==> src/gpio_port_pkg.sv <==
package gpio_port_pkg;

  localparam int NUM_PINS = 11;
  localparam int CHG_PINS = 8;
  localparam int MODE_W = 3;
  localparam int PWM_CH = 3;

  typedef enum logic [2:0] {
    MODE_DISABLED,
    MODE_INPUT,
    MODE_PUSH_PULL,
    MODE_OPEN_DRAIN,
    MODE_OD_PULLUP
  } pin_mode_t;

  // register byte offsets
  localparam logic [7:0] OFS_OUT_VALUE = 8'h00;
  localparam logic [7:0] OFS_MODE_LO = 8'h04;
  localparam logic [7:0] OFS_MODE_HI = 8'h08;
  localparam logic [7:0] OFS_PIN_STATE = 8'h0c;
  localparam logic [7:0] OFS_ALT_CTRL = 8'h10;
  localparam logic [7:0] OFS_CHG_ENABLE = 8'h14;
  localparam logic [7:0] OFS_CHG_EVENTS = 8'h18;
  localparam logic [7:0] OFS_PULSE_CMD = 8'h1c;
  localparam logic [7:0] OFS_DUTY_A = 8'h20;
  localparam logic [7:0] OFS_DUTY_B = 8'h24;
  localparam logic [7:0] OFS_DUTY_C = 8'h28;

  localparam logic [10:0] OUT_VALUE_RESET = 11'h7ff;
  localparam logic [10:0] QUASI_MASK = 11'h700;
  localparam int MODE_HI_BASE = 8;

  // alternate control field positions
  localparam int ALT_CKO_EN = 0;
  localparam int ALT_CKO_FAST = 1;
  localparam int ALT_SUSP_EN = 2;
  localparam int ALT_SUSP_POL = 3;
  localparam int ALT_WAKE_A_EN = 4;
  localparam int ALT_WAKE_A_POL = 5;
  localparam int ALT_WAKE_B_EN = 6;
  localparam int ALT_WAKE_B_POL = 7;
  localparam int ALT_PWM_EN = 8;
  localparam int ALT_UART_EN = 11;
  localparam int ALT_W = 12;

  // pin assignment of alternate functions
  localparam int PIN_CKO = 7;
  localparam int PIN_SUSP = 1;
  localparam int PIN_WAKE_A = 6;
  localparam int PIN_WAKE_B = 4;
  localparam int PIN_PWM_A = 2;
  localparam int PWM_C_IDX = 2;

  // timing
  localparam longint unsigned CLK_HZ = 100_000_000;
  localparam int CLK_PERIOD_NS = 10;
  localparam int PULSE_TYP_NS = 250;
  localparam int PULSE_MIN_NS = 200;
  localparam int PULSE_CYC =
    (PULSE_TYP_NS + CLK_PERIOD_NS - 1) / CLK_PERIOD_NS;
  localparam int PULSE_MIN_CYC =
    (PULSE_MIN_NS + CLK_PERIOD_NS - 1) / CLK_PERIOD_NS;
  localparam int PULSE_CNT_W = 5;
  localparam int PIN_IDX_W = 4;

  // clock output by phase accumulator: one carry per half period
  localparam int CKO_ACC_W = 24;
  localparam longint unsigned CKO_ACC_ONE = 64'h1 << CKO_ACC_W;
  localparam longint unsigned CKO_FAST_HZ = 12_000_000;
  localparam longint unsigned CKO_SLOW_HZ = 6_000_000;
  localparam logic [CKO_ACC_W-1:0] CKO_INC_FAST =
    CKO_ACC_W'((2 * CKO_FAST_HZ * CKO_ACC_ONE) / CLK_HZ);
  localparam logic [CKO_ACC_W-1:0] CKO_INC_SLOW =
    CKO_ACC_W'((2 * CKO_SLOW_HZ * CKO_ACC_ONE) / CLK_HZ);

endpackage

==> src/gpio_port.sv <==
// Function
// - stored output values reset to one
// - pins 0-7 disabled, 8-10 quasi at reset
// - five configurations selectable on every pin
// - open-drain high releases line, reads input
// - weak and very weak pull-ups enabled
// - quasi pins drive high one cycle only
// - pin state read returns actual level
// - clock output on pin seven, 6/12 MHz
// - disabled pin seven shows no clock
// - suspend indicator with selectable polarity
// - wakeup inputs trigger remote wakeup
// - per-pin change events on pins 0-7
// - single pulse opposite current level
// - pulse width at least 200 ns
// - three 8-bit pwm on pins 2-4
// - uart enable disables pwm channel c
// - high fraction is one minus duty/256
`timescale 1ns/1ns
module gpio_port
  import gpio_port_pkg::*;
(
  input wire logic core_clk,
  input wire logic rstn,
  input wire logic psel,
  input wire logic penable,
  input wire logic pwrite,
  input wire logic [7:0] paddr,
  input wire logic [31:0] pwdata,
  output logic [31:0] prdata,
  output logic pready,
  output logic pslverr,
  input wire logic usb_suspend,
  input wire logic [gpio_port_pkg::NUM_PINS-1:0] pin_in,
  output logic [gpio_port_pkg::NUM_PINS-1:0] pin_out,
  output logic [gpio_port_pkg::NUM_PINS-1:0] pin_oe,
  output logic [gpio_port_pkg::NUM_PINS-1:0] pull_weak_en,
  output logic [gpio_port_pkg::NUM_PINS-1:0] pull_very_weak_en,
  output logic remote_wakeup,
  output logic pin_change_pending
);

  logic [NUM_PINS-1:0] out_value;
  pin_mode_t mode [NUM_PINS];
  logic [ALT_W-1:0] alt_ctrl;
  logic [CHG_PINS-1:0] chg_enable;
  logic [CHG_PINS-1:0] chg_events;
  logic [7:0] duty [PWM_CH];
  logic [NUM_PINS-1:0] pin_meta;
  logic [NUM_PINS-1:0] pin_sync;
  logic [CHG_PINS-1:0] pin_prev;
  logic [CKO_ACC_W-1:0] cko_acc;
  logic cko_level;
  logic pulse_active;
  logic [PULSE_CNT_W-1:0] pulse_cnt;
  logic [PIN_IDX_W-1:0] pulse_pin;
  logic [NUM_PINS-1:0] last_eff;
  logic [PWM_CH-1:0] pwm_raw;
  logic [PWM_CH-1:0] pwm_drive;
  logic [NUM_PINS-1:0] eff;
  logic [NUM_PINS-1:0] next_out;
  logic [NUM_PINS-1:0] next_oe;
  logic [NUM_PINS-1:0] next_pull;
  logic [31:0] next_rdata;
  logic next_err;
  logic setup;
  logic wr_en;
  logic [CHG_PINS-1:0] chg_seen;
  logic [CHG_PINS-1:0] chg_clear;
  logic pulse_req;
  logic [PULSE_CNT_W:0] pulse_seen;

  function automatic pin_mode_t reset_mode(input int i);
    return QUASI_MASK[i] ? MODE_OD_PULLUP : MODE_DISABLED;
  endfunction

  function automatic logic is_output(input pin_mode_t m);
    return m == MODE_PUSH_PULL || m == MODE_OPEN_DRAIN
      || m == MODE_OD_PULLUP;
  endfunction

  function automatic logic mapped(input logic [7:0] a);
    return a == OFS_OUT_VALUE || a == OFS_MODE_LO || a == OFS_MODE_HI
      || a == OFS_PIN_STATE || a == OFS_ALT_CTRL || a == OFS_CHG_ENABLE
      || a == OFS_CHG_EVENTS || a == OFS_PULSE_CMD || a == OFS_DUTY_A
      || a == OFS_DUTY_B || a == OFS_DUTY_C;
  endfunction

  assign setup = psel && !penable;
  assign wr_en = psel && penable && pready && pwrite && !pslverr;

  // one wait-free access cycle; answer prepared in the setup cycle
  always_ff @(posedge core_clk or negedge rstn) begin
    if (!rstn) begin
      pready <= 1'b0;
      pslverr <= 1'b0;
      prdata <= 32'h0000_0000;
    end else begin
      pready <= setup;
      pslverr <= setup && next_err;
      prdata <= (setup && !pwrite) ? next_rdata : 32'h0000_0000;
    end
  end

  always_comb begin
    next_rdata = 32'h0000_0000;
    next_err = !mapped(paddr);
    case (paddr)
      OFS_OUT_VALUE: next_rdata[NUM_PINS-1:0] = out_value;
      OFS_MODE_LO: begin
        for (int i = 0; i < MODE_HI_BASE; i++) begin
          next_rdata[i*MODE_W +: MODE_W] = mode[i];
        end
      end
      OFS_MODE_HI: begin
        for (int i = MODE_HI_BASE; i < NUM_PINS; i++) begin
          next_rdata[(i-MODE_HI_BASE)*MODE_W +: MODE_W] = mode[i];
        end
      end
      OFS_PIN_STATE: next_rdata[NUM_PINS-1:0] = pin_sync;
      OFS_ALT_CTRL: next_rdata[ALT_W-1:0] = alt_ctrl;
      OFS_CHG_ENABLE: next_rdata[CHG_PINS-1:0] = chg_enable;
      OFS_CHG_EVENTS: next_rdata[CHG_PINS-1:0] = chg_events;
      OFS_PULSE_CMD: begin
        next_rdata[PIN_IDX_W-1:0] = pulse_pin;
        next_rdata[PIN_IDX_W] = pulse_active;
      end
      OFS_DUTY_A: next_rdata[7:0] = duty[0];
      OFS_DUTY_B: next_rdata[7:0] = duty[1];
      OFS_DUTY_C: next_rdata[7:0] = duty[2];
      default: next_rdata = 32'h0000_0000;
    endcase
  end

  always_ff @(posedge core_clk or negedge rstn) begin
    if (!rstn) begin
      out_value <= OUT_VALUE_RESET;
    end else if (wr_en && paddr == OFS_OUT_VALUE) begin
      out_value <= pwdata[NUM_PINS-1:0];
    end
  end

  // unknown mode codes are ignored so a pin never lands in a bad state
  always_ff @(posedge core_clk or negedge rstn) begin
    if (!rstn) begin
      for (int i = 0; i < NUM_PINS; i++) begin
        mode[i] <= reset_mode(i);
      end
    end else if (wr_en) begin
      for (int i = 0; i < NUM_PINS; i++) begin
        if (i < MODE_HI_BASE && paddr == OFS_MODE_LO &&
            pwdata[i*MODE_W +: MODE_W] <= MODE_OD_PULLUP) begin
          mode[i] <= pin_mode_t'(pwdata[i*MODE_W +: MODE_W]);
        end
        if (i >= MODE_HI_BASE && paddr == OFS_MODE_HI &&
            pwdata[(i-MODE_HI_BASE)*MODE_W +: MODE_W] <= MODE_OD_PULLUP)
        begin
          mode[i] <= pin_mode_t'(
            pwdata[(i-MODE_HI_BASE)*MODE_W +: MODE_W]);
        end
      end
    end
  end

  always_ff @(posedge core_clk or negedge rstn) begin
    if (!rstn) begin
      alt_ctrl <= '0;
      chg_enable <= '0;
      for (int c = 0; c < PWM_CH; c++) begin
        duty[c] <= 8'h00;
      end
    end else if (wr_en) begin
      case (paddr)
        OFS_ALT_CTRL: alt_ctrl <= pwdata[ALT_W-1:0];
        OFS_CHG_ENABLE: chg_enable <= pwdata[CHG_PINS-1:0];
        OFS_DUTY_A: duty[0] <= pwdata[7:0];
        OFS_DUTY_B: duty[1] <= pwdata[7:0];
        OFS_DUTY_C: duty[2] <= pwdata[7:0];
        default: ;
      endcase
    end
  end

  // pins are asynchronous; only pin_sync is read by logic
  always_ff @(posedge core_clk or negedge rstn) begin
    if (!rstn) begin
      pin_meta <= '0;
      pin_sync <= '0;
      pin_prev <= '0;
    end else begin
      pin_meta <= pin_in;
      pin_sync <= pin_meta;
      pin_prev <= pin_sync[CHG_PINS-1:0];
    end
  end

  // change events: a new change beats a same-cycle write-one clear
  assign chg_seen = (pin_sync[CHG_PINS-1:0] ^ pin_prev) & chg_enable;
  assign chg_clear = (wr_en && paddr == OFS_CHG_EVENTS) ?
    pwdata[CHG_PINS-1:0] : '0;

  always_ff @(posedge core_clk or negedge rstn) begin
    if (!rstn) begin
      chg_events <= '0;
      pin_change_pending <= 1'b0;
    end else begin
      chg_events <= (chg_events & ~chg_clear) | chg_seen;
      pin_change_pending <= |((chg_events & ~chg_clear) | chg_seen);
    end
  end

  always_ff @(posedge core_clk or negedge rstn) begin
    if (!rstn) begin
      remote_wakeup <= 1'b0;
    end else begin
      remote_wakeup <= usb_suspend &&
        ((alt_ctrl[ALT_WAKE_A_EN] &&
          pin_sync[PIN_WAKE_A] == alt_ctrl[ALT_WAKE_A_POL]) ||
         (alt_ctrl[ALT_WAKE_B_EN] &&
          pin_sync[PIN_WAKE_B] == alt_ctrl[ALT_WAKE_B_POL]));
    end
  end

  // 100 MHz does not divide to 12 MHz, so edges carry one cycle of jitter
  always_ff @(posedge core_clk or negedge rstn) begin
    if (!rstn) begin
      cko_acc <= '0;
      cko_level <= 1'b0;
    end else begin
      {cko_level, cko_acc} <= {1'b0, cko_acc}
        + {1'b0, alt_ctrl[ALT_CKO_FAST] ? CKO_INC_FAST : CKO_INC_SLOW}
        + {cko_level, {CKO_ACC_W{1'b0}}};
    end
  end

  // a command for a non-output pin or during a pulse is dropped
  assign pulse_req = wr_en && paddr == OFS_PULSE_CMD && !pulse_active
    && pwdata[PIN_IDX_W-1:0] < PIN_IDX_W'(NUM_PINS)
    && is_output(mode[pwdata[PIN_IDX_W-1:0]]);

  always_ff @(posedge core_clk or negedge rstn) begin
    if (!rstn) begin
      pulse_active <= 1'b0;
      pulse_cnt <= '0;
      pulse_pin <= '0;
    end else if (pulse_req) begin
      pulse_active <= 1'b1;
      pulse_cnt <= PULSE_CNT_W'(PULSE_CYC - 1);
      pulse_pin <= pwdata[PIN_IDX_W-1:0];
    end else if (pulse_active) begin
      pulse_cnt <= pulse_cnt - 1'b1;
      pulse_active <= pulse_cnt != '0;
    end
  end

  for (genvar c = 0; c < PWM_CH; c++) begin : g_pwm
    pwm_channel u_pwm (
      .core_clk(core_clk),
      .rstn(rstn),
      .duty(duty[c]),
      .pwm_out(pwm_raw[c])
    );
  end

  always_comb begin
    pwm_drive = pwm_raw & alt_ctrl[ALT_PWM_EN +: PWM_CH];
    pwm_drive[PWM_C_IDX] = pwm_drive[PWM_C_IDX]
      && !alt_ctrl[ALT_UART_EN];
  end

  // alternate functions override the stored value on their pins
  always_comb begin
    eff = out_value;
    for (int c = 0; c < PWM_CH; c++) begin
      if (alt_ctrl[ALT_PWM_EN + c] &&
          !(c == PWM_C_IDX && alt_ctrl[ALT_UART_EN])) begin
        eff[PIN_PWM_A + c] = pwm_drive[c];
      end
    end
    if (alt_ctrl[ALT_SUSP_EN]) begin
      eff[PIN_SUSP] = usb_suspend ~^ alt_ctrl[ALT_SUSP_POL];
    end
    if (alt_ctrl[ALT_CKO_EN]) begin
      eff[PIN_CKO] = cko_level;
    end
    if (pulse_active) begin
      eff[pulse_pin] = !out_value[pulse_pin];
    end
  end

  always_comb begin
    next_out = '0;
    next_oe = '0;
    next_pull = '0;
    for (int i = 0; i < NUM_PINS; i++) begin
      case (mode[i])
        MODE_DISABLED: next_oe[i] = 1'b0;
        MODE_INPUT: next_oe[i] = 1'b0;
        MODE_PUSH_PULL: begin
          next_oe[i] = 1'b1;
          next_out[i] = eff[i];
        end
        MODE_OPEN_DRAIN: next_oe[i] = !eff[i];
        MODE_OD_PULLUP: begin
          next_pull[i] = 1'b1;
          if (QUASI_MASK[i] && eff[i] && !last_eff[i]) begin
            next_oe[i] = 1'b1;
            next_out[i] = 1'b1;
          end else begin
            next_oe[i] = !eff[i];
          end
        end
        default: next_oe[i] = 1'b0;
      endcase
    end
  end

  always_ff @(posedge core_clk or negedge rstn) begin
    if (!rstn) begin
      pin_out <= '0;
      pin_oe <= '0;
      pull_weak_en <= QUASI_MASK;
      pull_very_weak_en <= QUASI_MASK;
      last_eff <= OUT_VALUE_RESET;
    end else begin
      pin_out <= next_out;
      pin_oe <= next_oe;
      pull_weak_en <= next_pull;
      pull_very_weak_en <= next_pull;
      last_eff <= eff;
    end
  end

  always_ff @(posedge core_clk or negedge rstn) begin
    if (!rstn) begin
      pulse_seen <= '0;
    end else begin
      pulse_seen <= pulse_active ? pulse_seen + 1'b1 : '0;
    end
  end

  property p_pulse_width;
    @(posedge core_clk) disable iff (!rstn)
    $fell(pulse_active) |-> $past(pulse_seen) >= (PULSE_MIN_CYC - 1);
  endproperty
  a_pulse_width: assert property (p_pulse_width)
    else $error("single pulse shorter than minimum");

  property p_quasi_one_cycle;
    @(posedge core_clk) disable iff (!rstn)
    (mode[8] == MODE_OD_PULLUP && pin_oe[8] && pin_out[8])
      |=> !(pin_oe[8] && pin_out[8]);
  endproperty
  a_quasi_one_cycle: assert property (p_quasi_one_cycle)
    else $error("quasi pin driven high more than one cycle");

  property p_disabled_floats;
    @(posedge core_clk) disable iff (!rstn)
    mode[PIN_CKO] == MODE_DISABLED |=> !pin_oe[PIN_CKO];
  endproperty
  a_disabled_floats: assert property (p_disabled_floats)
    else $error("disabled pin seven is driven");

  property p_od_never_high;
    @(posedge core_clk) disable iff (!rstn)
    mode[5] == MODE_OPEN_DRAIN |=> !(pin_oe[5] && pin_out[5]);
  endproperty
  a_od_never_high: assert property (p_od_never_high)
    else $error("open-drain pin drives high");

  property p_pwm_c_off;
    @(posedge core_clk) disable iff (!rstn)
    (alt_ctrl[ALT_UART_EN] && mode[PIN_WAKE_B] == MODE_PUSH_PULL
      && !pulse_active)
      |=> pin_out[PIN_WAKE_B] == $past(out_value[PIN_WAKE_B]);
  endproperty
  a_pwm_c_off: assert property (p_pwm_c_off)
    else $error("pwm channel c active while uart enabled");

  property p_change_event;
    @(posedge core_clk) disable iff (!rstn)
    (chg_enable[0] && pin_sync[0] != pin_prev[0])
      |=> chg_events[0] && pin_change_pending;
  endproperty
  a_change_event: assert property (p_change_event)
    else $error("enabled pin change not recorded");

  property p_wakeup;
    @(posedge core_clk) disable iff (!rstn)
    (usb_suspend && alt_ctrl[ALT_WAKE_A_EN]
      && pin_sync[PIN_WAKE_A] == alt_ctrl[ALT_WAKE_A_POL])
      |=> remote_wakeup;
  endproperty
  a_wakeup: assert property (p_wakeup)
    else $error("wakeup input did not raise remote wakeup");

  property p_suspend_ind;
    @(posedge core_clk) disable iff (!rstn)
    (alt_ctrl[ALT_SUSP_EN] && mode[PIN_SUSP] == MODE_PUSH_PULL
      && !pulse_active)
      |=> pin_out[PIN_SUSP] == ($past(usb_suspend)
        ~^ $past(alt_ctrl[ALT_SUSP_POL]));
  endproperty
  a_suspend_ind: assert property (p_suspend_ind)
    else $error("suspend indicator level wrong");

  property p_pulse_inverts;
    @(posedge core_clk) disable iff (!rstn)
    (pulse_active && pulse_pin == 4'h3 && mode[3] == MODE_PUSH_PULL)
      |=> pin_out[3] == !$past(out_value[3]);
  endproperty
  a_pulse_inverts: assert property (p_pulse_inverts)
    else $error("single pulse not opposite to output value");

endmodule

==> src/pwm_channel.sv <==
`timescale 1ns/1ns
module pwm_channel
  import gpio_port_pkg::*;
(
  input wire logic core_clk,
  input wire logic rstn,
  input wire logic [7:0] duty,
  output logic pwm_out
);

  logic [7:0] cnt;

  // free-running period of 256 counts
  always_ff @(posedge core_clk or negedge rstn) begin
    if (!rstn) begin
      cnt <= 8'h00;
    end else begin
      cnt <= cnt + 8'h01;
    end
  end

  // duty 0 keeps the output high all period
  always_ff @(posedge core_clk or negedge rstn) begin
    if (!rstn) begin
      pwm_out <= 1'b1;
    end else begin
      pwm_out <= (cnt >= duty);
    end
  end

  property p_pwm_compare;
    @(posedge core_clk) disable iff (!rstn)
    ##1 pwm_out == ($past(cnt) >= $past(duty));
  endproperty
  a_pwm_compare: assert property (p_pwm_compare)
    else $error("pwm output does not follow counter compare");

endmodule
==> config.mk <==
export PLATFORM = sky130hd
export DESIGN_NAME = gpio_port
export DESIGN_NICKNAME = d
export VERILOG_FILES = /design/src/gpio_port_pkg.sv /design/src/gpio_port.sv /design/src/pwm_channel.sv
export SDC_FILE = /design/constraint.sdc
export NUM_CORES = 1
export LEC_CHECK = 0
export BUFFER_PORTS_ARGS = -buffer_cell sky130_fd_sc_hd__buf_4
export CORE_MARGIN = 10
export CORE_UTILIZATION = 30
export CTS_CLUSTER_SIZE = 20
export DETAILED_ROUTE_END_ITERATION = 12
export PLACE_DENSITY_LB_ADDON = 0.1
export SLEW_MARGIN = 30
export SYNTH_ARGS = -nofsm -noshare
export SYNTH_HDL_FRONTEND = slang
export SYNTH_SLANG_ARGS = --single-unit
==> constraint.sdc <==
create_clock -name core_clk -period 3.8 [get_ports core_clk]
set_input_delay 0.57 -clock core_clk [delete_from_list [all_inputs] [get_ports core_clk]]
set_output_delay 0.57 -clock core_clk [all_outputs]
set_load 0.02 [all_outputs]
Word level (Yosys, flattened, before mapping):

Index checks and enable logic that the tools add are counted.

* bits in registers: 260

* multiplexer cells: 66
* equality and inequality tests: 48
* bitwise operators: 8
* add/sub/neg operators: 6
* reduce and logical (&&, ||, !) cells: 95
* order comparisons: 15

Operators by type and width (count)
* $eq A3 B2 Y1 const B: 24
* $pmux W5 S11: 1
* $eq A3 B3 Y1 const B: 12
* $mux W1: 34
* $logic_and A1 B1 Y1: 33
* $eq A8 B5 Y1 const B: 4
* $reduce_and A2 Y1: 16
* $pmux W3 S10: 1
* $add A24 B22 Y25: 1
* $add A25 B25 Y25: 1
* $add A8 B1 Y8 const B: 3
* $eq A8 B6 Y1 const B: 3
* $ge A8 B8 Y1: 3
* $le A3 B3 Y1 const B: 8
* $mux W24: 1
* $pmux W1 S2: 12
* $mux W22: 1
* $logic_not A1 Y1: 21
* $and A8 B8 Y8: 2
* $eq A8 B4 Y1 const B: 2
* $reduce_or A2 Y1: 8
* $logic_or A1 B1 Y1: 13
* $bmux W3 S4: 1
* $mux W12: 1
* other kinds (27): 32

Depth between registers and ports, before layout:

Gate-level depths: netlist (run 1).

* depth after elaboration: 13
* depth in mapped cells: 9

By module:

Synthesis (run 1) repeated with hierarchy kept, for this count alone.

* cell total of the unflattened synthesis: 1059
* area total of the unflattened synthesis: 11984.0 µm²

By module, submodules not included
* gpio_port: cells an instance 915, instances 1, area an instance 10343.7 µm²
* pwm_channel at g_pwm[0].u_pwm ...: cells an instance 48, instances 2, area an instance 544.3 µm²
* pwm_channel at g_pwm[2].u_pwm: cells an instance 48, instances 1, area an instance 551.8 µm²

Worst setup path before layout (run 1):

Ideal clock, no wire load.

* path type: input port to flip-flop
* start point: input port pwdata[0]
* end point: register pulse_pin[0]
* setup time: 0.125 ns
* arrival: 2.276 ns
* data required time: 3.675 ns
* stages: 7
* buffers on the path: 2
* setup slack: 1.399 ns
* path through: buf_6 > mux4_2 > mux2_4 > o311ai_2 > a21o_1 > buf_6 > mux2_4

* longest elaborated chain between the ends: 8
* elaborated cells between the ends (all ways): 12

RTL lines
* from (decl): line gpio_port.sv:29 `input wire logic [31:0] pwdata,`
* $not A4 Y5 (implied by the code): line gpio_port.sv:239 `&& is_output(mode[pwdata[PIN_IDX_W-1:0]]);`
* $bmux W3 S4: line gpio_port.sv:239
* $mux W3 (implied by the code) (2 in series): line gpio_port.sv:239
* $eq A3 B2 Y1: line gpio_port.sv:78 `return m == MODE_PUSH_PULL || m == MODE_OPEN_DRAIN`
* $logic_or A1 B1 Y1: line gpio_port.sv:78
* $logic_or A1 B1 Y1: line gpio_port.sv:79 `|| m == MODE_OD_PULLUP;`
* $logic_and A1 B1 Y1: line gpio_port.sv:239
* to (signal assigned): line gpio_port.sv:249 `pulse_pin <= pwdata[PIN_IDX_W-1:0];`
* to (decl): line gpio_port.sv:56 `logic [PIN_IDX_W-1:0] pulse_pin;`

Several ways; a longest one is shown, not always the timed one. The select of a mux whose other input is x is not followed.
A chain may end at the register's enable or synchronous reset.

Final worst setup path (run 1):

* start point: register alt_ctrl[1]
* end point: register cko_level

* longest elaborated chain between the ends: 3

RTL lines
* from (decl): line gpio_port.sv:45 `logic [ALT_W-1:0] alt_ctrl;`
* from (signal assigned): line gpio_port.sv:174 `OFS_ALT_CTRL: alt_ctrl <= pwdata[ALT_W-1:0];`
* $mux W22: line gpio_port.sv:231 `+ {1'b0, alt_ctrl[ALT_CKO_FAST] ? CKO_INC_FAST : CKO_INC_SLOW}`
* $add A24 B22 Y25: line gpio_port.sv:231
* $add A25 B25 Y25: line gpio_port.sv:232 `+ {cko_level, {CKO_ACC_W{1'b0}}};`
* to (signal assigned): line gpio_port.sv:230 `{cko_level, cko_acc} <= {1'b0, cko_acc}`
* to (decl): line gpio_port.sv:53 `logic cko_level;`

Every way passes these cells.

==> run summary, run 1 <==
Post-Syn Area -> 11800 um2
WP data required -> 4280 ps
Clock transition at path regs -> 60 ps
IO Pins -> 137
DRC -> 0
Maximum capacitance violations -> 0
Area delta synth->final -> 20.6%
Pwr Total -> 6.75 mW
Peak Freq -> 342 MHz
Pwr Density -> 473 nW/um2
Pins over their slew limit -> 0
Ys async rst share -> 100%
Leakage -> 6.45 nW
Critical path class -> reg2reg
First-pass iteration count of the detailed router -> 5
Area of the die -> 47800 um2
Hold depth -> 1
DR iter-0 viols -> 462
YS warnings -> 0
Setup TNS -> 0 ps
CP endpoint -> cko_level
Worst slew margin -> 49.9%
Switching pwr -> 1.73 mW
Cts bufs inserted -> 30
Fin crit period -> 2930 ps
Sequential power share -> 43.9%
Status -> completed
Arr. time, crit path -> 3410 ps
Die width -> 219 um
Yosys reg bits -> 252
Crit path launch type -> flip-flop
Reg2Reg Depth -> 9
Unrepaired setup endpoints after global routing -> no
Vias in the first global route -> 8578
# diodes -> 0
Die Ht -> 219 um
Root Buffer -> clkbuf_16
Routability cong. -> 0.857
Std cell rows -> 72
Predominant post-synthesis flop cell -> dfrtp_1
Vias -> 8348
Share of the synthesized area in the top cell type -> 48.4%
Routed WL -> 34.6 mm
Combinational power share -> 13.0%
Sink Count -> 252
Initial core utilization -> 30.5%
GR Overflow Total -> 0
Sw Share -> 25.7%
Hold Path Class -> in2reg
Clock Skew -> 11.1 ps
Register area share after synthesis -> 53.6%
Post-Layout Cell Count -> 1718
Int Pwr -> 5.01 mW
Worst slew pin tran -> 750 ps
Start point of the critical path -> alt_ctrl[1]
Max IR drop VDD -> 0.295 mV
Wire per inst -> 20.1 um
Worst R2R Setup Slack -> 870 ps
I/O Buffers -> 120
Mapped Cells -> 1059
GRT Util Overall -> 14.5%
Hold Vio Cnt, Final -> 0
Critical R2R Capture -> cko_level
HPWL after DPL -> 25.1 mm
Endpoint class of the critical path -> flip-flop
Yosys cell types -> 71
Largest net degree at the start of global routing -> 112
CTS tree -> built
Initial antenna violation count -> 0
Crit-path max FO -> 9
Placed cell areas -> 13200 um2
Syn_area_per_cell -> 11.2 um2
Critical R2R Launch -> alt_ctrl[1]
H-tree levels -> 1
Layout cells sized above 1 -> 24.0%
Final setup violation count -> 0
EDFF count, synth -> 0
Worst-Skew Late Latency -> 570 ps
First-pass GRT wire length -> 53.9 mm
Number of vias per cell -> 4.86
Clock Power Share -> 43.1%
Synth area leaders -> dfrtp_1, mux2_2, dfstp_2
Deepest clock path buffer count -> 3
Placed insts -> 1660
Nets -> 1274
Synth area leader -> dfrtp_1
Post-route ant nets -> 0
Placeable Area -> 38800 um2
Crit share post-route -> 77.0%
Post-Layout Inst Area -> 14300 um2
==> cell families (layout without fill, tap and decap cells) <==
logic type / Yosys count / in the layout / synth area share (%)
AND/OR/NAND/NOR: 309 / 309 / 13.0
flip-flops: 252 / 252 / 53.6
AO/OA/AOI/OAI: 211 / 211 / 11.6
buffers and inverters: 105 / 239 / 4.26
multiplexers: 87 / 87 / 9.20
XOR/XNOR: 53 / 53 / 3.92
adder cells (fa/ha/maj): 41 / 41 / 4.40
other: 1 / 8 / 0.0317
==> layout by cell type (no fill, tap or decap), types with 26 or more instances in the layout <==
master	n
nand3_1	26
o21ai_0	34
buf_4	131
xnor2_1	29
clkbuf_16	30
inv_1	47
nand2_1	73
nor2_1	93
mux2_2	62
ha_1	40
a21oi_1	71
dfrtp_1	229
==> final cells by class <==
type,count,area [um2]
Fill cell,3813,24600
Sequential cell,252,6330
Multi-Input combinational cell,709,5020
Timing Repair Buffer,136,1080
Clock buffer,48,878
Tap cell,518,648
Inverter,47,176
Clock inverter,8,126
==> sequential cells by signal, summed over array words and instances, names as in the netlist, 3 cells and up <==
register and count:
mode 33, cko_acc 24, duty 24, g_pwm.u_pwm.cnt 24
prdata 24, alt_ctrl 12, out_value 11, pin_meta 11
pin_oe 11, pin_out 11, pin_sync 11, pull_very_weak_en 11
chg_enable 8, chg_events 8, pin_prev 8, pulse_cnt 5
pulse_pin 4, g_pwm.u_pwm.pwm_out 3, last_eff 3
==> Yosys cell counts (19+ instances only) <==
cell type    n
dfrtp_1    229
nor2_1      93
nand2_1     73
a21oi_1     71
mux2_2      62
inv_1       47
ha_1        40
o21ai_0     34
xnor2_1     29
nand3_1     26
xor2_1      24
clkbuf_1    23
dfstp_2     23
and3_1      22
a22oi_1     21
buf_4       19
==> routing by layer <==
metal	part of all wire, %	track usage [%]	vias up
met5	0	0	-
met4	2.7	4.65	0
li1	-	-	3977
met3	5.2	2.54	44
met1	46	19.8	4116
met2	46	22.8	211
==> power groups by stage <==
stage | registers [mW] | logic, mW | clock network (mW)
CTS | 2.96 | 0.891 | 3.01
floorplan | 2.99 | 0.609 | 0
global placement | 3.01 | 0.880 | 0
finish | 2.96 | 0.879 | 2.90
global route | 2.98 | 1.01 | 3.12
detailed placement | 3.01 | 0.888 | 0
==> stage by stage <==
step / setup slack, ps / hold slack (ps) / util, %
after CTS: 813 / 76.5 / 36.6
after global routing: 555 / 77.5 / 36.7
final: 875 / 107 / 36.7
after floorplan: 1400 / 274 / -
after global placement: 754 / 336 / 34.1
after detailed placement: 677 / 335 / 34.1
==> critical path, stage by stage (launching register included) <==
cell	delay (ps)
dfrtp_1	570
inv_1	270
fa_1	520
o21ai_0	390
a211o_1	220
a21oi_1	70
buf_4	160
o21ai_0	410
nand3_1	130
o211ai_1	110
==> how the worst min path moves through the flow <==
stage	start	end	slack [ps]
finish	pin_in[5]	pin_meta[5]	110
global route	pin_in[1]	pin_meta[1]	80
CTS	pin_in[1]	pin_meta[1]	80
detailed placement	pin_meta[6]	pin_sync[6]	330
global placement	pin_meta[8]	pin_sync[8]	340
floorplan	rstn	alt_ctrl[0]	270
==> what timing repair did <==
action                                  in CTS  in global routing
hold buffers                                 0                  1
hold endpoints to repair                     0                 33
endpoints found under the setup margin       0                  0
gates resized for setup                      0                  0
setup buffers                                0                  0
(Power assumes the default switching activity.)
==> inputs of run 2 (changes only) <==
- clock period: 3.8 -> 2.8 ns (I/O delays scaled with it)
==> run summary, run 2 (same netlist as run 1, synthesis figures left out) <==
Pwr Total -> 8.95 mW (+33%)
Worst setup margin -> 168 ps (-707 ps)
Worst hold start -> pwrite
Area of the die -> 47800 um2 (unchanged)
Die width -> 219 um (unchanged)
Fin crit period -> 2630 ps (-293 ps)
Int Pwr -> 6.57 mW (+31%)
Final hold slack -> 35.3 ps (-71.9 ps)
Area delta synth->final -> 22.2%
H-tree levels -> 1 (unchanged)
Reg2Reg Depth -> 9 (unchanged)
Register bank with the most flops -> mode
Routed WL -> 34.6 mm (about the same)
Endpoint class of the critical path -> flip-flop
Root Buffer -> clkbuf_16
Hold Vio Cnt, Final -> 0 (unchanged)
Hold depth -> 2 (+1)
CTS tree -> built
Post-route ant nets -> 0 (unchanged)
Worst-Skew Late Latency -> 560 ps (about the same)
Worst R2R Setup Slack -> 170 ps (-710 ps)
Pins over their slew limit -> 0 (unchanged)
Critical path class -> reg2reg
Placed cell areas -> 13400 um2 (+1.3%)
First-pass GRT wire length -> 54.2 mm (+0.46%)
Number of vias per cell -> 4.85 (-0.13%)
DR iter-0 viols -> 549 (+19%)
Largest register FFs -> 33 (unchanged)
Status -> completed
Vias in the first global route -> 8718 (+1.6%)
I/O Buffers -> 120 (unchanged)
Placed insts -> 1682 (+1.3%)
Post-CTS setup buffers -> 0 (unchanged)
Wire per inst -> 19.8 um (-1.5%)
GRT Util Overall -> 14.5% (+0.027 points)
GR Overflow Total -> 0 (unchanged)
Die Ht -> 219 um (unchanged)
Peak Freq -> 380 MHz (+11%)
Post_cts resized -> 0 (unchanged)
Sink Count -> 252 (unchanged)
Placeable Area -> 38800 um2 (unchanged)
WP data required -> 3250 ps (-1030 ps)
Post-Layout Cell Count -> 1746 (+1.6%)
Sequential power share -> 44.9% (+1.0 points)
Final setup violation count -> 0 (unchanged)
Pwr Density -> 619 nW/um2 (+31%)
Worst slew margin -> 57.6% (+7.7 points)
Clock Power Share -> 41.5% (-1.6 points)
Switching pwr -> 2.38 mW (+37%)
Maximum capacitance violations -> 0 (unchanged)
Core Util, Final -> 37.2% (+0.49 points)
First-pass iteration count of the detailed router -> 7 (+2)
Unrepaired setup endpoints after global routing -> no
Crit path launch type -> flip-flop
Vias -> 8473 (+1.5%)
Nets -> 1305 (+2.4%)
Arr. time, crit path -> 3080 ps (-330 ps)
DRC -> 0 (unchanged)
Cts bufs inserted -> 29 (-3.3%)
# diodes -> 0 (unchanged)
Leakage -> 6.57 nW (+1.9%)
Layout cells sized above 1 -> 25.6% (+1.6 points)
Sw Share -> 26.6% (+0.86 points)
Commonest non-fill, non-tap cell in the layout -> dfrtp_1
Combinational power share -> 13.6% (+0.6 points)
Post-Layout Inst Area -> 14500 um2 (+1.3%)
IO Pins -> 137 (unchanged)
Critical R2R Launch -> alt_ctrl[1]
Crit share post-route -> 94.0% (+17 points)
Place WS -> 218 ps (-459 ps)
Worst slew pin tran -> 637 ps (-114 ps)
Most frequent cells in the layout -> dfrtp_1, buf_4, nor2_1, nand2_1, a21oi_1
Clock transition at path regs -> 60 ps (about the same)
Critical R2R Capture -> cko_acc[20]
Setup TNS -> 0 ps (unchanged)
Max IR drop VDD -> 0.362 mV (+23%)
Initial antenna violation count -> 1 (+1)
Initial core utilization -> 30.5% (unchanged)
Hold Path Class -> in2reg
Hold EP -> prdata[11]
Routability cong. -> 0.864 (+0.80%)
Deepest clock path buffer count -> 3 (unchanged)
Largest net degree at the start of global routing -> 78 (-30%)
Std cell rows -> 72 (unchanged)
Clock Skew -> 14.6 ps (+3.55 ps)
Crit-path max FO -> 6 (-3)
HPWL after DPL -> 25.7 mm (+2.2%)
[run 2: changes by cell type in the layout (fill, tap and decap cells not counted), moves of 2 or more]
cell / previous run / this run
buf_4: 131 / 152
bufinv_16: 3 / 1
clkbuf_1: 12 / 3
clkinv_2: 4 / 8
clkinvlp_4: 0 / 2
dlygate4sd3_1: 1 / 12
[run 2: layout make-up]
type / instances / area, um2
sequential: 252 / 6330
tap: 518 / 648
multi-input combinational: 709 / 5020
fill: 3869 / 24400
inverter: 47 / 176
clock buffer: 39 / 833
clock inverter: 13 / 103
timing repair buffer: 168 / 1340
[run 2: critical path, cell delays in order (launching register included)]
cell,delay (ps)
dfrtp_1,450
inv_1,170
ha_1,250
a21oi_1,200
o21ai_0,230
a211o_1,370
a21oi_1,320
o21ai_0,240
o21ai_0,210
nand2_1,70
[run 2: timing repair]
action                                  in CTS  in global routing
endpoints found under the setup margin       0                  0
hold endpoints to repair                    78                  0
hold buffers                                12                  0
[run 2: worst max-delay path by stage]
stage	from	end	slack, ps	cells past startpoint
3_5_place_dp	alt_ctrl[1]	cko_level	220	8
3_3_place_gp	alt_ctrl[1]	cko_acc[20]	230	8
4_1_cts	alt_ctrl[1]	cko_level	210	8
6_report	alt_ctrl[1]	cko_acc[20]	170	9
2_1_floorplan	alt_ctrl[1]	cko_acc[20]	440	9
5_1_grt	alt_ctrl[1]	cko_level	6	8
[run 2: routing by layer]
layer	share of wire, %	track usage [%]	up-vias
li1	-	-	4035
met1	46	19.5	4201
met2	46	23.4	196
met3	6.1	2.98	39
met4	1.6	3.36	2
met5	0.020	0	-
[run 2: power groups by stage]
| stage | sequential, mW | combinational, mW | clock (mW) |
|---|---|---|---|
| after floorplan | 4.05 | 0.827 | 0 |
| after global placement | 4.08 | 1.21 | 0 |
| after detailed placement | 4.08 | 1.21 | 0 |
| after CTS | 4.02 | 1.23 | 3.84 |
| after global routing | 4.05 | 1.37 | 3.99 |
| final | 4.02 | 1.21 | 3.72 |
==> inputs of run 3 (changes only) <==
- ABC_AREA: unset -> 1
==> run summary, run 3 <==
Post-route ant nets -> 0 (unchanged)
Pwr Density -> 619 nW/um2 (about the same)
WP data required -> 3290 ps (+40 ps)
Endpoint class of the critical path -> flip-flop
Largest register FFs -> 33 (unchanged)
Hold Path Class -> in2reg
Root Buffer -> clkbuf_16
Metal3 WL -> 2.22 mm (+6.0%)
GRT Util Overall -> 15.2% (+0.70 points)
Mapped Cells -> 1442 (+36%)
Most frequent cells in the layout -> nand2_1, dfrtp_1, inv_1, buf_4, nor2_1
Largest net degree at the start of global routing -> 73 (-6.4%)
Deepest clock path buffer count -> 3 (unchanged)
Crit share post-route -> 74.1% (-20 points)
Synth area leader -> dfrtp_1
Syn_area_per_cell -> 8.74 um2 (-22%)
Commonest non-fill, non-tap cell in the layout -> nand2_1
Nets -> 1691 (+30%)
Unrepaired setup endpoints after global routing -> no
Number of vias per cell -> 4.63 (-4.7%)
Crit path launch type -> flip-flop
Predominant post-synthesis flop cell -> dfrtp_1
Peak Freq -> 482 MHz (+27%)
Area of the die -> 50600 um2 (+5.9%)
Metal2 WL -> 17.2 mm (+7.3%)
First-pass iteration count of the detailed router -> 5 (-2)
Max IR drop VDD -> 0.295 mV (-19%)
DR iter-0 viols -> 730 (+33%)
IO Pins -> 137 (unchanged)
Final setup violation count -> 0 (unchanged)
Std cell rows -> 75 (+4.2%)
# diodes -> 0 (unchanged)
Pwr Total -> 9.41 mW (+5.1%)
Place WS -> 684 ps (+466 ps)
Largest stage delay on the critical path -> 500 ps (+50 ps)
HPWL after DPL -> 28.8 mm (+12%)
Met1 Routed Length -> 18.1 mm (+14%)
Initial antenna violation count -> 0 (-1)
Vias in the first global route -> 9951 (+14%)
Ys async rst share -> 100% (unchanged)
CP Buf/Inv Count -> 2 (+1)
Sink Count -> 252 (unchanged)
Most frequent cell after synthesis -> nand2_1
Placed cell areas -> 14100 um2 (+5.0%)
Yosys reg bits -> 252 (unchanged)
GR Overflow Total -> 0 (unchanged)
Cts bufs inserted -> 31 (+6.9%)
Hold Vio Cnt, Final -> 0 (unchanged)
Die Ht -> 225 um (+2.9%)
Post-Layout Inst Area -> 15200 um2 (+5.1%)
Most frequent CP cell -> nand2_1
Fin crit period -> 2080 ps (-556 ps)
Worst slew pin tran -> 625 ps (-11.7 ps)
Worst slew margin -> 57.9% (+0.34 points)
Post-Syn Area -> 12600 um2 (+6.5%)
Clock transition at path regs -> 60 ps (about the same)
Pins over their slew limit -> 0 (unchanged)
Register bank with the most flops -> mode
Initial core utilization -> 30.2% (-0.29 points)
Synth area leaders -> dfrtp_1, nand2_1, inv_1
Cell types with the highest counts after synthesis -> nand2_1, dfrtp_1, inv_1
CTS Hold Bufs -> 13 (+1)
YS warnings -> 0 (unchanged)
Worst-Skew Late Latency -> 580 ps (+20 ps)
Clock Skew -> 17.0 ps (+2.36 ps)
First-pass GRT wire length -> 59.7 mm (+10%)
Placeable Area -> 41800 um2 (+7.6%)
Top Layer Used -> met4
Die width -> 225 um (+2.9%)
Register area share after synthesis -> 50.3% (-3.3 points)
Crit-path max FO -> 7 (+1)
Leakage -> 7.39 nW (+12%)
Share of the synthesized area in the top cell type -> 45.5% (-3.0 points)
Routed WL -> 38.3 mm (+11%)
H-tree levels -> 1 (unchanged)
Slowest stage cell, crit path -> fa_1
Setup TNS -> 0 ps (unchanged)
Worst setup margin -> 724 ps (+556 ps)
I/O Buffers -> 120 (unchanged)
Maximum capacitance violations -> 0 (unchanged)
Post_cts resized -> 0 (unchanged)
DRC -> 0 (unchanged)
Routability cong. -> 0.863 (-0.16%)
Yosys cell types -> 53 (-25%)
Wire per inst -> 17.7 um (-11%)
Vias -> 9979 (+18%)
Status -> completed
CP delay by family, top -> simple AND/OR/NAND/NOR gates
CTS tree -> built
Area delta synth->final -> 20.6%
EDFF count, synth -> 0 (unchanged)
Arr. time, crit path -> 2570 ps (-510 ps)
Critical path class -> reg2reg
Worst-path cell chain -> inv_1 -> fa_1 -> nor2_1 -> nand2_1 -> nand2_1 -> a21oi_2 -> inv_1 -> nand3b_1 -> nand2_1 -> xor2_1
Post-CTS setup buffers -> 0 (unchanged)
Layout cells sized above 1 -> 18.2% (-7.4 points)
[run 3: changes by cell type in the layout (fill, tap and decap cells not counted), moves of 17 or more]
cell / change
o21ai_1: +22
nand2_1: +262
inv_1: +129
a22oi_1: -17
nand3_1: +46
mux2_2: -59
buf_4: -17
nor2_1: +21
o21ai_0: +79
and3_1: -22
o22ai_1: +18
[run 3: per-layer routing]
| metal | vias up | track usage, % |
|---|---|---|
| met4 | 0 | 3.99 |
| li1 | 4957 | - |
| met3 | 46 | 2.67 |
| met5 | - | 0 |
| met1 | 4712 | 21.1 |
| met2 | 264 | 23.9 |
[run 3: report_power, final]
| part | total [mW] | switching, mW | internal (mW) |
|---|---|---|---|
| Combinational | 1.42 | 0.887 | 0.538 |
| Clock | 3.94 | 1.60 | 2.35 |
| Sequential | 4.04 | 0.171 | 3.87 |
[run 3: final timing paths]
kind,startpoint,end,slack (ps),depth (start not counted)
worst max-delay path,alt_ctrl[1],cko_level,720,10
worst max register to register,alt_ctrl[1],cko_level,720,10
worst min register to register,pin_meta[8],pin_sync[8],350,0
min in group asynchronous,rstn,mode[14],420,2
worst min-delay path,pwdata[12],mode[18],80,2
max in group asynchronous,rstn,mode[5],1560,3
[run 3: kinds of logic (layout without fill, tap and decap cells)]
family / Yosys count / in the layout / share of synthesized area [%]
AO/OA/AOI/OAI: 247 / 247 / 10.7
XOR/XNOR: 42 / 42 / 2.92
adder cells (fa/ha/maj): 41 / 41 / 4.13
buffers and inverters: 232 / 401 / 8.14
flip-flops: 252 / 252 / 50.3
multiplexers: 13 / 13 / 1.42
other: 1 / 8 / 0.0298
AND/OR/NAND/NOR: 614 / 614 / 22.4
[run 3: final cells by class]
cell class | count | area (um2)
timing repair buffer | 151 | 1200
sequential | 252 | 6330
clock buffer | 45 | 838
fill | 4299 | 26600
inverter | 192 | 733
clock inverter | 13 | 149
multi-input combinational | 965 | 5270
tap | 539 | 674
[run 3: worst register-to-register path, delay by kind of cell (launching register included)]
kind / cells / cell delay [ps]
AND/OR/NAND/NOR: 5 / 610
adder cells (fa/ha/maj): 1 / 510
buffers and inverters: 2 / 280
flip-flops: 1 / 340
AO/OA/AOI/OAI: 1 / 120
XOR/XNOR: 1 / 140
[run 3: through the flow]
stage	hold slack [ps]	std cells	util [%]
CTS	44.0	2157	36.4
floorplan	124	1449	-
finish	81.6	2157	36.4
global route	58.2	2157	36.4
detailed placement	335	2086	33.7
global placement	335	2086	33.7
